<file path="src/rtl/acq_irq_pkg.sv">
// package: register map, fields and types of the acquisition interrupt logic
package acq_irq_pkg;
    localparam logic [31:0] OFS_CTRL = 32'h0000_0000;
    localparam logic [31:0] OFS_STATUS = 32'h0000_0004;
    localparam logic [31:0] OFS_MASK = 32'h0000_0008;
    localparam logic [31:0] OFS_LATCH = 32'h0000_000C;
    localparam int CTRL_SRC_BIT = 0;
    localparam int CTRL_SWEN_BIT = 1;
    localparam int STAT_EXT_BIT = 0;
    localparam int STAT_EOC_BIT = 1;
    localparam int STAT_LATCH_BIT = 2;
    localparam int EVT_W = 3;
    localparam logic [1:0] CTRL_RESET = 2'h0;
    localparam logic [EVT_W-1:0] MASK_RESET = 3'h0;
    localparam logic [2:0] LEVEL_MIN = 3'h2;
    localparam logic [2:0] LEVEL_MAX = 3'h7;
    localparam int NUM_LINES = 6;

    typedef enum logic {
        SRC_EXT,
        SRC_EOC
    } irq_src_t;

    typedef struct packed {
        logic [31:0] paddr;
        logic psel;
        logic penable;
        logic pwrite;
        logic [31:0] pwdata;
    } apb_req_t;

    typedef struct packed {
        logic [31:0] prdata;
        logic pready;
        logic pslverr;
    } apb_rsp_t;
endpackage

</file>
<file path="src/rtl/acq_irq_logic.sv">
// design: interrupt source select, latch and host line drive
//
// The address map and the APB interface to the registers are this design's own decisions.
`timescale 1ns/10ps

// Notes on behaviour
// - With the external source chosen, each rising edge of the pin sets the latch.
// - With the conversion source chosen, each finished conversion sets the latch.
// - A software-written control bit picks the external or the conversion source.
// - Reset chooses the external edge source.
// - Only the chosen source ever reaches the latch.
// - The request goes out on one host line picked statically from levels 2 to 7.
// - A static disable setting leaves every host line undriven.
// - The latch stays set after the event is gone.
// - The chosen line is asserted only while latch, hardware and software enables hold.
module acq_irq_logic (
    // clock and reset
    input wire logic sys_clk,
    input wire logic rst_n,
    // apb slave
    input wire acq_irq_pkg::apb_req_t apb_req,
    output acq_irq_pkg::apb_rsp_t apb_rsp,
    // event sources
    input wire logic ext_irq_or_clock_pin,
    input wire logic conv_done,
    // static board settings
    input wire logic [2:0] irq_level_sel,
    input wire logic hw_irq_enable,
    // host lines, index 0 is level 2
    output logic [acq_irq_pkg::NUM_LINES-1:0] host_irq_out,
    output logic [acq_irq_pkg::NUM_LINES-1:0] host_irq_oe,
    // board interrupt
    output logic irq
);
    import acq_irq_pkg::*;

    logic [1:0] pin_sync;
    logic pin_prev;
    logic [2:0] level_sync;
    logic [2:0] level_q;
    logic [1:0] hwen_sync;
    irq_src_t src;
    logic sw_en;
    logic latch;
    logic [EVT_W-1:0] status;
    logic [EVT_W-1:0] mask;

    // level 2..7 to its one-hot line, zero when no line is wired
    function automatic logic [NUM_LINES-1:0] line_mask(
        input logic [2:0] lvl
    );
        logic [2:0] idx;
        idx = lvl - LEVEL_MIN;
        if (lvl < LEVEL_MIN || lvl > LEVEL_MAX) begin
            return '0;
        end
        return NUM_LINES'(1) << idx;
    endfunction

    // pin is asynchronous; only the second stage is looked at
    always_ff @(posedge sys_clk or negedge rst_n) begin
        if (!rst_n) begin
            pin_sync <= 2'h0;
            pin_prev <= 1'b0;
            level_sync <= 3'h0;
            level_q <= 3'h0;
            hwen_sync <= 2'h0;
        end else begin
            pin_sync <= {pin_sync[0], ext_irq_or_clock_pin};
            pin_prev <= pin_sync[1];
            level_sync <= irq_level_sel;
            level_q <= level_sync;
            hwen_sync <= {hwen_sync[0], hw_irq_enable};
        end
    end

    wire ext_rise = pin_sync[1] & ~pin_prev;
    // conv_done is on sys_clk, a one-cycle pulse per conversion
    wire ext_evt = (src == SRC_EXT) & ext_rise;
    wire eoc_evt = (src == SRC_EOC) & conv_done;
    wire evt = ext_evt | eoc_evt;

    // apb decode, zero wait states
    wire acc = apb_req.psel & apb_req.penable;
    wire wr = acc & apb_req.pwrite;
    wire rd = acc & ~apb_req.pwrite;
    wire hit_ctrl = apb_req.paddr == OFS_CTRL;
    wire hit_stat = apb_req.paddr == OFS_STATUS;
    wire hit_mask = apb_req.paddr == OFS_MASK;
    wire hit_latch = apb_req.paddr == OFS_LATCH;
    wire mapped = hit_ctrl | hit_stat | hit_mask | hit_latch;
    wire clr_latch = wr & hit_latch & apb_req.pwdata[0];
    wire [EVT_W-1:0] stat_clr = {EVT_W{wr & hit_stat}}
        & apb_req.pwdata[EVT_W-1:0];
    wire latch_rise = evt & ~latch;
    wire [EVT_W-1:0] stat_set = {latch_rise, eoc_evt, ext_evt};

    // out-of-range level means no line is driven
    wire level_ok = level_q >= LEVEL_MIN && level_q <= LEVEL_MAX;
    wire drive = hwen_sync[1] & level_ok;
    wire active = latch & hwen_sync[1] & sw_en;
    wire [NUM_LINES-1:0] next_oe = drive
        ? line_mask(level_q) : '0;
    wire [NUM_LINES-1:0] next_out = active ? next_oe : '0;

    wire [31:0] rd_mux = hit_ctrl ? {30'h0, sw_en, src}
        : hit_stat ? {29'h0, status}
        : hit_mask ? {29'h0, mask}
        : hit_latch ? {31'h0, latch} : 32'h0;

    always_ff @(posedge sys_clk or negedge rst_n) begin
        if (!rst_n) begin
            src <= SRC_EXT;
            sw_en <= 1'b0;
            mask <= MASK_RESET;
        end else if (wr & hit_ctrl) begin
            src <= irq_src_t'(apb_req.pwdata[CTRL_SRC_BIT]);
            sw_en <= apb_req.pwdata[CTRL_SWEN_BIT];
        end else if (wr & hit_mask) begin
            mask <= apb_req.pwdata[EVT_W-1:0];
        end
    end

    // set wins over a clear in the same cycle
    always_ff @(posedge sys_clk or negedge rst_n) begin
        if (!rst_n) begin
            latch <= 1'b0;
            status <= '0;
        end else begin
            latch <= evt | (latch & ~clr_latch);
            status <= stat_set | (status & ~stat_clr);
        end
    end

    always_ff @(posedge sys_clk or negedge rst_n) begin
        if (!rst_n) begin
            host_irq_out <= '0;
            host_irq_oe <= '0;
            irq <= 1'b0;
            apb_rsp <= '0;
        end else begin
            host_irq_out <= next_out;
            host_irq_oe <= next_oe;
            irq <= |(status & mask);
            apb_rsp.pready <= apb_req.psel & ~apb_req.penable;
            apb_rsp.pslverr <= apb_req.psel & ~apb_req.penable & ~mapped;
            apb_rsp.prdata <= (apb_req.psel & ~apb_req.pwrite)
                ? rd_mux : 32'h0;
        end
    end

    // checks: sources and latch
    a_edge_sets_latch: assert property (
        @(posedge sys_clk) disable iff (!rst_n)
        ext_evt |=> latch
    ) else $error("edge did not set latch");
    a_eoc_sets_latch: assert property (
        @(posedge sys_clk) disable iff (!rst_n)
        eoc_evt |=> latch
    ) else $error("eoc did not set latch");
    a_one_source: assert property (
        @(posedge sys_clk) disable iff (!rst_n)
        !(ext_evt && eoc_evt)
    ) else $error("two sources at once");
    a_ext_ignored: assert property (
        @(posedge sys_clk) disable iff (!rst_n)
        src == SRC_EOC && !conv_done |=> latch == $past(latch && !clr_latch)
    ) else $error("pin reached latch");
    a_eoc_ignored: assert property (
        @(posedge sys_clk) disable iff (!rst_n)
        src == SRC_EXT && !ext_rise |=> latch == $past(latch && !clr_latch)
    ) else $error("conversion reached latch");
    a_rise_detect: assert property (
        @(posedge sys_clk) disable iff (!rst_n)
        $rose(pin_sync[1]) |-> ext_rise
    ) else $error("pin edge missed");
    a_edge_once: assert property (
        @(posedge sys_clk) disable iff (!rst_n)
        ext_rise |=> !ext_rise
    ) else $error("edge seen twice");
    a_latch_sticky: assert property (
        @(posedge sys_clk) disable iff (!rst_n)
        latch && !clr_latch |=> latch
    ) else $error("latch dropped");
    a_set_wins: assert property (
        @(posedge sys_clk) disable iff (!rst_n)
        evt && clr_latch |=> latch
    ) else $error("clear beat event");
    a_latch_cause: assert property (
        @(posedge sys_clk) disable iff (!rst_n)
        $rose(latch) |-> $past(evt)
    ) else $error("latch set without event");
    a_clear_release: assert property (
        @(posedge sys_clk) disable iff (!rst_n)
        clr_latch && !evt |=> !latch ##1 host_irq_out == '0
    ) else $error("line not released");

    // checks: control and reset
    a_src_write: assert property (
        @(posedge sys_clk) disable iff (!rst_n)
        wr && hit_ctrl |=> src == irq_src_t'($past(apb_req.pwdata[0]))
    ) else $error("source not written");
    a_src_hold: assert property (
        @(posedge sys_clk) disable iff (!rst_n)
        !(wr && hit_ctrl) |=> $stable(src)
    ) else $error("source changed");
    a_swen_write: assert property (
        @(posedge sys_clk) disable iff (!rst_n)
        wr && hit_ctrl |=> sw_en == $past(apb_req.pwdata[CTRL_SWEN_BIT])
    ) else $error("enable not written");
    a_swen_hold: assert property (
        @(posedge sys_clk) disable iff (!rst_n)
        !(wr && hit_ctrl) |=> $stable(sw_en)
    ) else $error("enable changed");
    a_mask_write: assert property (
        @(posedge sys_clk) disable iff (!rst_n)
        wr && hit_mask |=> mask == $past(apb_req.pwdata[EVT_W-1:0])
    ) else $error("mask not written");
    a_mask_hold: assert property (
        @(posedge sys_clk) disable iff (!rst_n)
        !(wr && hit_mask) |=> $stable(mask)
    ) else $error("mask changed");
    a_reset_source: assert property (
        @(posedge sys_clk)
        $rose(rst_n) |-> src == SRC_EXT && !sw_en && !latch
    ) else $error("reset state wrong");
    a_reset_quiet: assert property (
        @(posedge sys_clk)
        $rose(rst_n) |-> host_irq_oe == '0 && host_irq_out == '0 && !irq
    ) else $error("outputs busy after reset");

    // checks: host lines
    a_line_gate: assert property (
        @(posedge sys_clk) disable iff (!rst_n)
        |host_irq_out |-> $past(latch && sw_en && hwen_sync[1])
    ) else $error("line without cause");
    a_line_no_latch: assert property (
        @(posedge sys_clk) disable iff (!rst_n)
        !latch |=> host_irq_out == '0
    ) else $error("line without latch");
    a_line_no_swen: assert property (
        @(posedge sys_clk) disable iff (!rst_n)
        !sw_en |=> host_irq_out == '0
    ) else $error("line without enable");
    a_line_asserted: assert property (
        @(posedge sys_clk) disable iff (!rst_n)
        active && drive |=> host_irq_out != '0 && host_irq_out == host_irq_oe
    ) else $error("line not asserted");
    a_single_line: assert property (
        @(posedge sys_clk) disable iff (!rst_n)
        $onehot0(host_irq_oe)
    ) else $error("more than one line");
    a_out_subset: assert property (
        @(posedge sys_clk) disable iff (!rst_n)
        (host_irq_out & ~host_irq_oe) == '0
    ) else $error("request on undriven line");
    a_oe_level: assert property (
        @(posedge sys_clk) disable iff (!rst_n)
        hwen_sync[1] |=> host_irq_oe == line_mask($past(level_q))
    ) else $error("wrong line driven");
    a_bad_level: assert property (
        @(posedge sys_clk) disable iff (!rst_n)
        !level_ok |=> host_irq_oe == '0
    ) else $error("line for bad level");
    a_hw_disable: assert property (
        @(posedge sys_clk) disable iff (!rst_n)
        !hwen_sync[1] |=> host_irq_oe == '0
    ) else $error("line driven");

    // checks: status and board interrupt
    a_status_ext: assert property (
        @(posedge sys_clk) disable iff (!rst_n)
        ext_evt |=> status[STAT_EXT_BIT]
    ) else $error("edge status not set");
    a_status_eoc: assert property (
        @(posedge sys_clk) disable iff (!rst_n)
        eoc_evt |=> status[STAT_EOC_BIT]
    ) else $error("eoc status not set");
    a_status_latch: assert property (
        @(posedge sys_clk) disable iff (!rst_n)
        latch_rise |=> status[STAT_LATCH_BIT]
    ) else $error("latch status not set");
    a_status_w1c: assert property (
        @(posedge sys_clk) disable iff (!rst_n)
        wr && hit_stat && apb_req.pwdata[STAT_EXT_BIT] && !ext_evt
            |=> !status[STAT_EXT_BIT]
    ) else $error("status not cleared");
    a_status_sticky: assert property (
        @(posedge sys_clk) disable iff (!rst_n)
        status[STAT_LATCH_BIT] && !stat_clr[STAT_LATCH_BIT]
            |=> status[STAT_LATCH_BIT]
    ) else $error("status dropped");
    a_irq_high: assert property (
        @(posedge sys_clk) disable iff (!rst_n)
        (status & mask) != '0 |=> irq
    ) else $error("interrupt missing");
    a_irq_low: assert property (
        @(posedge sys_clk) disable iff (!rst_n)
        (status & mask) == '0 |=> !irq
    ) else $error("interrupt without cause");

    // checks: register bus, no wait states
    a_setup_ready: assert property (
        @(posedge sys_clk) disable iff (!rst_n)
        apb_req.psel && !apb_req.penable |=> apb_rsp.pready
    ) else $error("ready missing");
    a_ready_from_setup: assert property (
        @(posedge sys_clk) disable iff (!rst_n)
        apb_rsp.pready |-> $past(apb_req.psel && !apb_req.penable)
    ) else $error("ready without setup");
    a_idle_quiet: assert property (
        @(posedge sys_clk) disable iff (!rst_n)
        !apb_req.psel |=> !apb_rsp.pready && !apb_rsp.pslverr
    ) else $error("response while idle");
    a_unmapped_err: assert property (
        @(posedge sys_clk) disable iff (!rst_n)
        apb_req.psel && !apb_req.penable && !mapped |=> apb_rsp.pslverr
    ) else $error("error missing");
    a_mapped_ok: assert property (
        @(posedge sys_clk) disable iff (!rst_n)
        mapped |=> !apb_rsp.pslverr
    ) else $error("error on mapped address");
    a_write_no_data: assert property (
        @(posedge sys_clk) disable iff (!rst_n)
        apb_req.psel && apb_req.pwrite |=> apb_rsp.prdata == 32'h0
    ) else $error("read data on write");
    a_unmapped_read: assert property (
        @(posedge sys_clk) disable iff (!rst_n)
        apb_req.psel && !mapped |=> apb_rsp.prdata == 32'h0
    ) else $error("data from unmapped address");
    a_read_latch: assert property (
        @(posedge sys_clk) disable iff (!rst_n)
        apb_req.psel && !apb_req.pwrite && hit_latch
            |=> apb_rsp.prdata == {31'h0, $past(latch)}
    ) else $error("latch read wrong");
    a_read_status: assert property (
        @(posedge sys_clk) disable iff (!rst_n)
        apb_req.psel && !apb_req.pwrite && hit_stat
            |=> apb_rsp.prdata == {29'h0, $past(status)}
    ) else $error("status read wrong");
    a_read_ctrl: assert property (
        @(posedge sys_clk) disable iff (!rst_n)
        apb_req.psel && !apb_req.pwrite && hit_ctrl
            |=> apb_rsp.prdata == {30'h0, $past(sw_en), 1'($past(src))}
    ) else $error("control read wrong");

    c_ext_irq: cover property (@(posedge sys_clk) ext_evt ##2 |host_irq_out);
    c_eoc_irq: cover property (@(posedge sys_clk) eoc_evt ##2 |host_irq_out);
    c_clear: cover property (@(posedge sys_clk) latch ##1 clr_latch);
    c_swen_gate: cover property (@(posedge sys_clk) latch && !sw_en);
    c_bad_level: cover property (@(posedge sys_clk) hwen_sync[1] && !level_ok);
endmodule

</file>
<file path="config.mk">
export PLATFORM = sky130hd
export DESIGN_NAME = acq_irq_logic
export DESIGN_NICKNAME = d
export VERILOG_FILES = /design/src/rtl/acq_irq_pkg.sv /design/src/rtl/acq_irq_logic.sv
export SDC_FILE = /design/constraint.sdc
export NUM_CORES = 1
export LEC_CHECK = 0
export BUFFER_PORTS_ARGS = -buffer_cell sky130_fd_sc_hd__buf_2
export CORE_ASPECT_RATIO = 0.5
export CORE_UTILIZATION = 42
export CTS_BUF_LIST = sky130_fd_sc_hd__clkbuf_4
export DETAILED_ROUTE_END_ITERATION = 8
export HOLD_SLACK_MARGIN = 0.1
export PLACE_DENSITY = 0.89
export SETUP_SLACK_MARGIN = 0.3
export SYNTH_ARGS = -nofsm -noshare
export SYNTH_HDL_FRONTEND = slang
export SYNTH_SLANG_ARGS = --single-unit
</file>
<file path="constraint.sdc">
create_clock -name sys_clk -period 1.63 [get_ports sys_clk]
set_input_delay 0.326 -clock sys_clk [delete_from_list [all_inputs] [get_ports sys_clk]]
set_output_delay 0.326 -clock sys_clk [all_outputs]
set_load 0.02 [all_outputs]
</file>
==> impl_metrics.py <==
metrics = {
    "worst_hold_path": {
        "hold_path_end": "apb_rsp[1]",
        "worstHoldStart": "apb_req[33]",
        "hold_depth": 2,
        "worstHoldPathType": "in -> reg",
    },
    "setup_path": {
        "cp-end-kind": "register",
        "crit_family": "simple AND/OR/NAND/NOR gates",
        "r2r-start": "level_q[1]",
        "max_stage_delay_ns": 0.43,
        "path_cells": "buf_6, nor4_4, nand4_4, nor4b_4, mux2_4",
        "cp_num_buf_inv": 1,
        "critPathArrivalTime_ns": 1.70,
        "start_kind": "primary input",
        "r2r_setup_slack_ns": 0.31,
        "cp.depth": 5,
        "required_ns": 1.87,
        "critical_path.slowest_cell": "nor4b_4",
        "path_max_fanout": 3,
        "reg2regPathDepth": 6,
        "path_class": "in -> reg",
        "rr_endpoint": "host_irq_out[4]",
    },
    "sta": {
        "setup_viol": 0,
        "skew_ns": 0.00917,
        "fin_tns_setup_ns": 0,
        "hold_violations": 0,
        "max_freq_mhz": 684,
        "slew_viol_final": 0,
        "rsz0062_at_grt": "true",
        "post-route-period-util_pct": 89.7,
        "finalCriticalPeriod_ns": 1.46,
    },
    "finish": {
        "area_delta_synth_final_pct": 41.5,
        "multiInputGateArea_um2": 818,
        "ff_latch_area_um2": 951,
        "drive_gt1_share_pct": 48.0,
        "fill_cells": 288,
        "final_nets": 303,
        "insertedDiodeCount": 0,
        "fin_cells": 281,
        "fin_area_mm2": 0.00245,
    },
    "logic_synthesis": {
        "yosysSeqAreaShare_pct": 54.8,
        "muxShareOfSynthArea_pct": 5.12,
        "synth_edf_count": 0,
        "async_reset_ff_share_pct": 100,
        "synth_ff_type": "dfrtp_1",
        "avgSynthCellArea_um2": 12.1,
        "synthXorXnorAreaFrac_pct": 0,
        "ys_ff_latch": 38,
        "yosysTopAreaCell": "dfrtp_1",
        "synth_top_area_share_pct": 54.8,
        "synth_cells": 144,
        "synth_commonest_cells": "dfrtp_1 (38), buf_4 (29), nor2_1 (11)",
        "yosysWarnings": 0,
        "synth_compound_area_share_pct": 3.97,
        "synth_most_common_cell": "dfrtp_1",
        "synthTopCellsByArea": "dfrtp_1 (55%), buf_4 (13%), nor4_2 (5.0%), mux2_2 (2.6%), nor2_1 (2.4%)",
        "netlist_area_mm2": 0.00174,
        "ys_types": 30,
        "yosys.area_share.simple_pct": 20.6,
        "synthAdderAreaFrac_pct": 1.44,
        "synth_top_family_by_area": "simple AND/OR/NAND/NOR gates",
    },
    "power": {
        "ir_drop_mv": 0.332,
        "p_leak_nw": 1.25,
        "p_per_area_mw_per_mm2": 780,
        "p_total_mw": 1.92,
    },
    "place": {
        "dp_hpwl_mm": 2.69,
        "place_area_mm2": 0.00210,
        "gp_congestion": 0.822,
        "dp.cells": 265,
        "io_buffers": 63,
    },
    "clock_network": {
        "clkTransAtPathRegs_ns": 0.10,
        "htreeDepth": 2,
        "worst_skew_pair.late_latency_ns": 0.35,
        "cts_buffer_depth": 2,
        "clock-root-buffer": "clkbuf_4",
        "cts_tree": "built",
        "cts_sinks": 38,
        "cts_buffers": 5,
    },
    "global_route": {
        "grt_usage_pct": 18.7,
        "grt-ovfl-total": 0,
        "grt_max_degree": 39,
        "antenna_found_initial": 0,
        "grt_pass1_wl_mm": 5.98,
        "grt_pass1_vias": 1248,
    },
    "route": {
        "drc_errors": 1,
        "ant_nets": 0,
        "drt_iter0_markers": 79,
        "wire_per_inst_um": 14.9,
        "dr_total_vias": 1351,
        "dr.pass1.iters": 7,
        "drt_wl_total_mm": 4.20,
        "viasPerCell": 4.81,
    },
    "floorplan": {
        "die-area_mm2": 0.00441,
        "initial_core_util_pct": 44.2,
        "dieHeight_um": 47.5,
        "io_pins": 122,
        "die_w_um": 92.9,
        "rows": 16,
        "core_area_mm2": 0.00392,
    },
    "status": {
        "outcome": "finished with violations",
        "violations": "DRC",
    },
    "flow_run": {
        "maxCapViolCount": 0,
    },
}
## cells by family after synthesis
| group | Yosys count |
|---|---|
| AO/OA/AOI/OAI | 11 |
| adder cells (fa/ha/maj) | 2 |
| buffers and inverters | 35 |
| flip-flops | 38 |
| multiplexers | 7 |
| other | 1 |
| AND/OR/NAND/NOR | 50 |
## state kept, by name, summed over array words and instances, names as in the netlist, 2 cells and up
register	count
level_q	3
status	3
hwen_sync	2
mask	3
apb_rsp	5
host_irq_out	6
level_sync	3
host_irq_oe	6
pin_sync	2
## metal layers
metal	track usage, %	share of wire [%]	vias up
met1	20.0	39	649
met3	4.29	7.0	14
met5	0	0	-
li1	-	-	607
met2	35.9	51	81
met4	12.0	3.1	0
## per-stage QoR
stage / setup WS, ns / hold slack, ns / utilization [%]
3_3_place_gp: -0.182 / 0.333 / 53.6
2_1_floorplan: -0.0208 / 0.0304 / -
6_report: 0.168 / 0.144 / 62.6
4_1_cts: 0.163 / 0.102 / 59.9
5_1_grt: 0.145 / 0.131 / 62.6
3_5_place_dp: -0.258 / 0.337 / 53.6
## placed cells by master (no fill, tap or decap), drive strengths merged, types with 2 or more instances in the layout
| master | count |
|---|---|
| buf | 70 |
| dfrtp | 38 |
| mux2 | 5 |
| nand3 | 4 |
| nor2b | 4 |
| conb | 29 |
| nor2 | 11 |
| a21oi | 3 |
| nand4 | 2 |
| nand2 | 5 |
| nand2b | 3 |
| nor4 | 10 |
| nor3 | 4 |
| clkbuf | 7 |
| and4b | 3 |
| ha | 2 |
| o21ai | 3 |
| dlygate4sd3 | 6 |
| inv | 6 |
| nor4b | 2 |
## report_power, final
part / internal, mW / switching, mW
sequential: 0.962 / 0.0127
clock: 0.358 / 0.297
combinational: 0.113 / 0.172
total: 1.43 / 0.481
## layout make-up
cell class                      instances  share of cell area, %
Clock inverter                          1                   1.22
Inverter                                6                  0.917
Multi-Input combinational cell         99                   33.3
Clock buffer                            7                   2.14
Timing Repair Buffer                   76                   20.9
Sequential cell                        38                   38.7
Tap cell                               54                   2.75
## worst max-delay path by stage
stage                         end         from  slack (ns)
after global routing      mask[0]  apb_req[47]        0.15
after floorplan           mask[0]  apb_req[35]       -0.02
after detailed placement    sw_en  apb_req[61]       -0.26
after CTS                 mask[2]  apb_req[57]        0.16
final                         src  apb_req[65]        0.17
after global placement      sw_en  apb_req[61]       -0.18
## timing repair
item,CTS,global route
pin swaps,12,11
cloned,0,0
hold endpoints to repair,42,1
buffers inserted,0,2
gates resized for setup,20,17
endpoints found under the setup margin,10,15
hold buffers,5,1
Note: power is estimated with default switching activity, not from simulation.
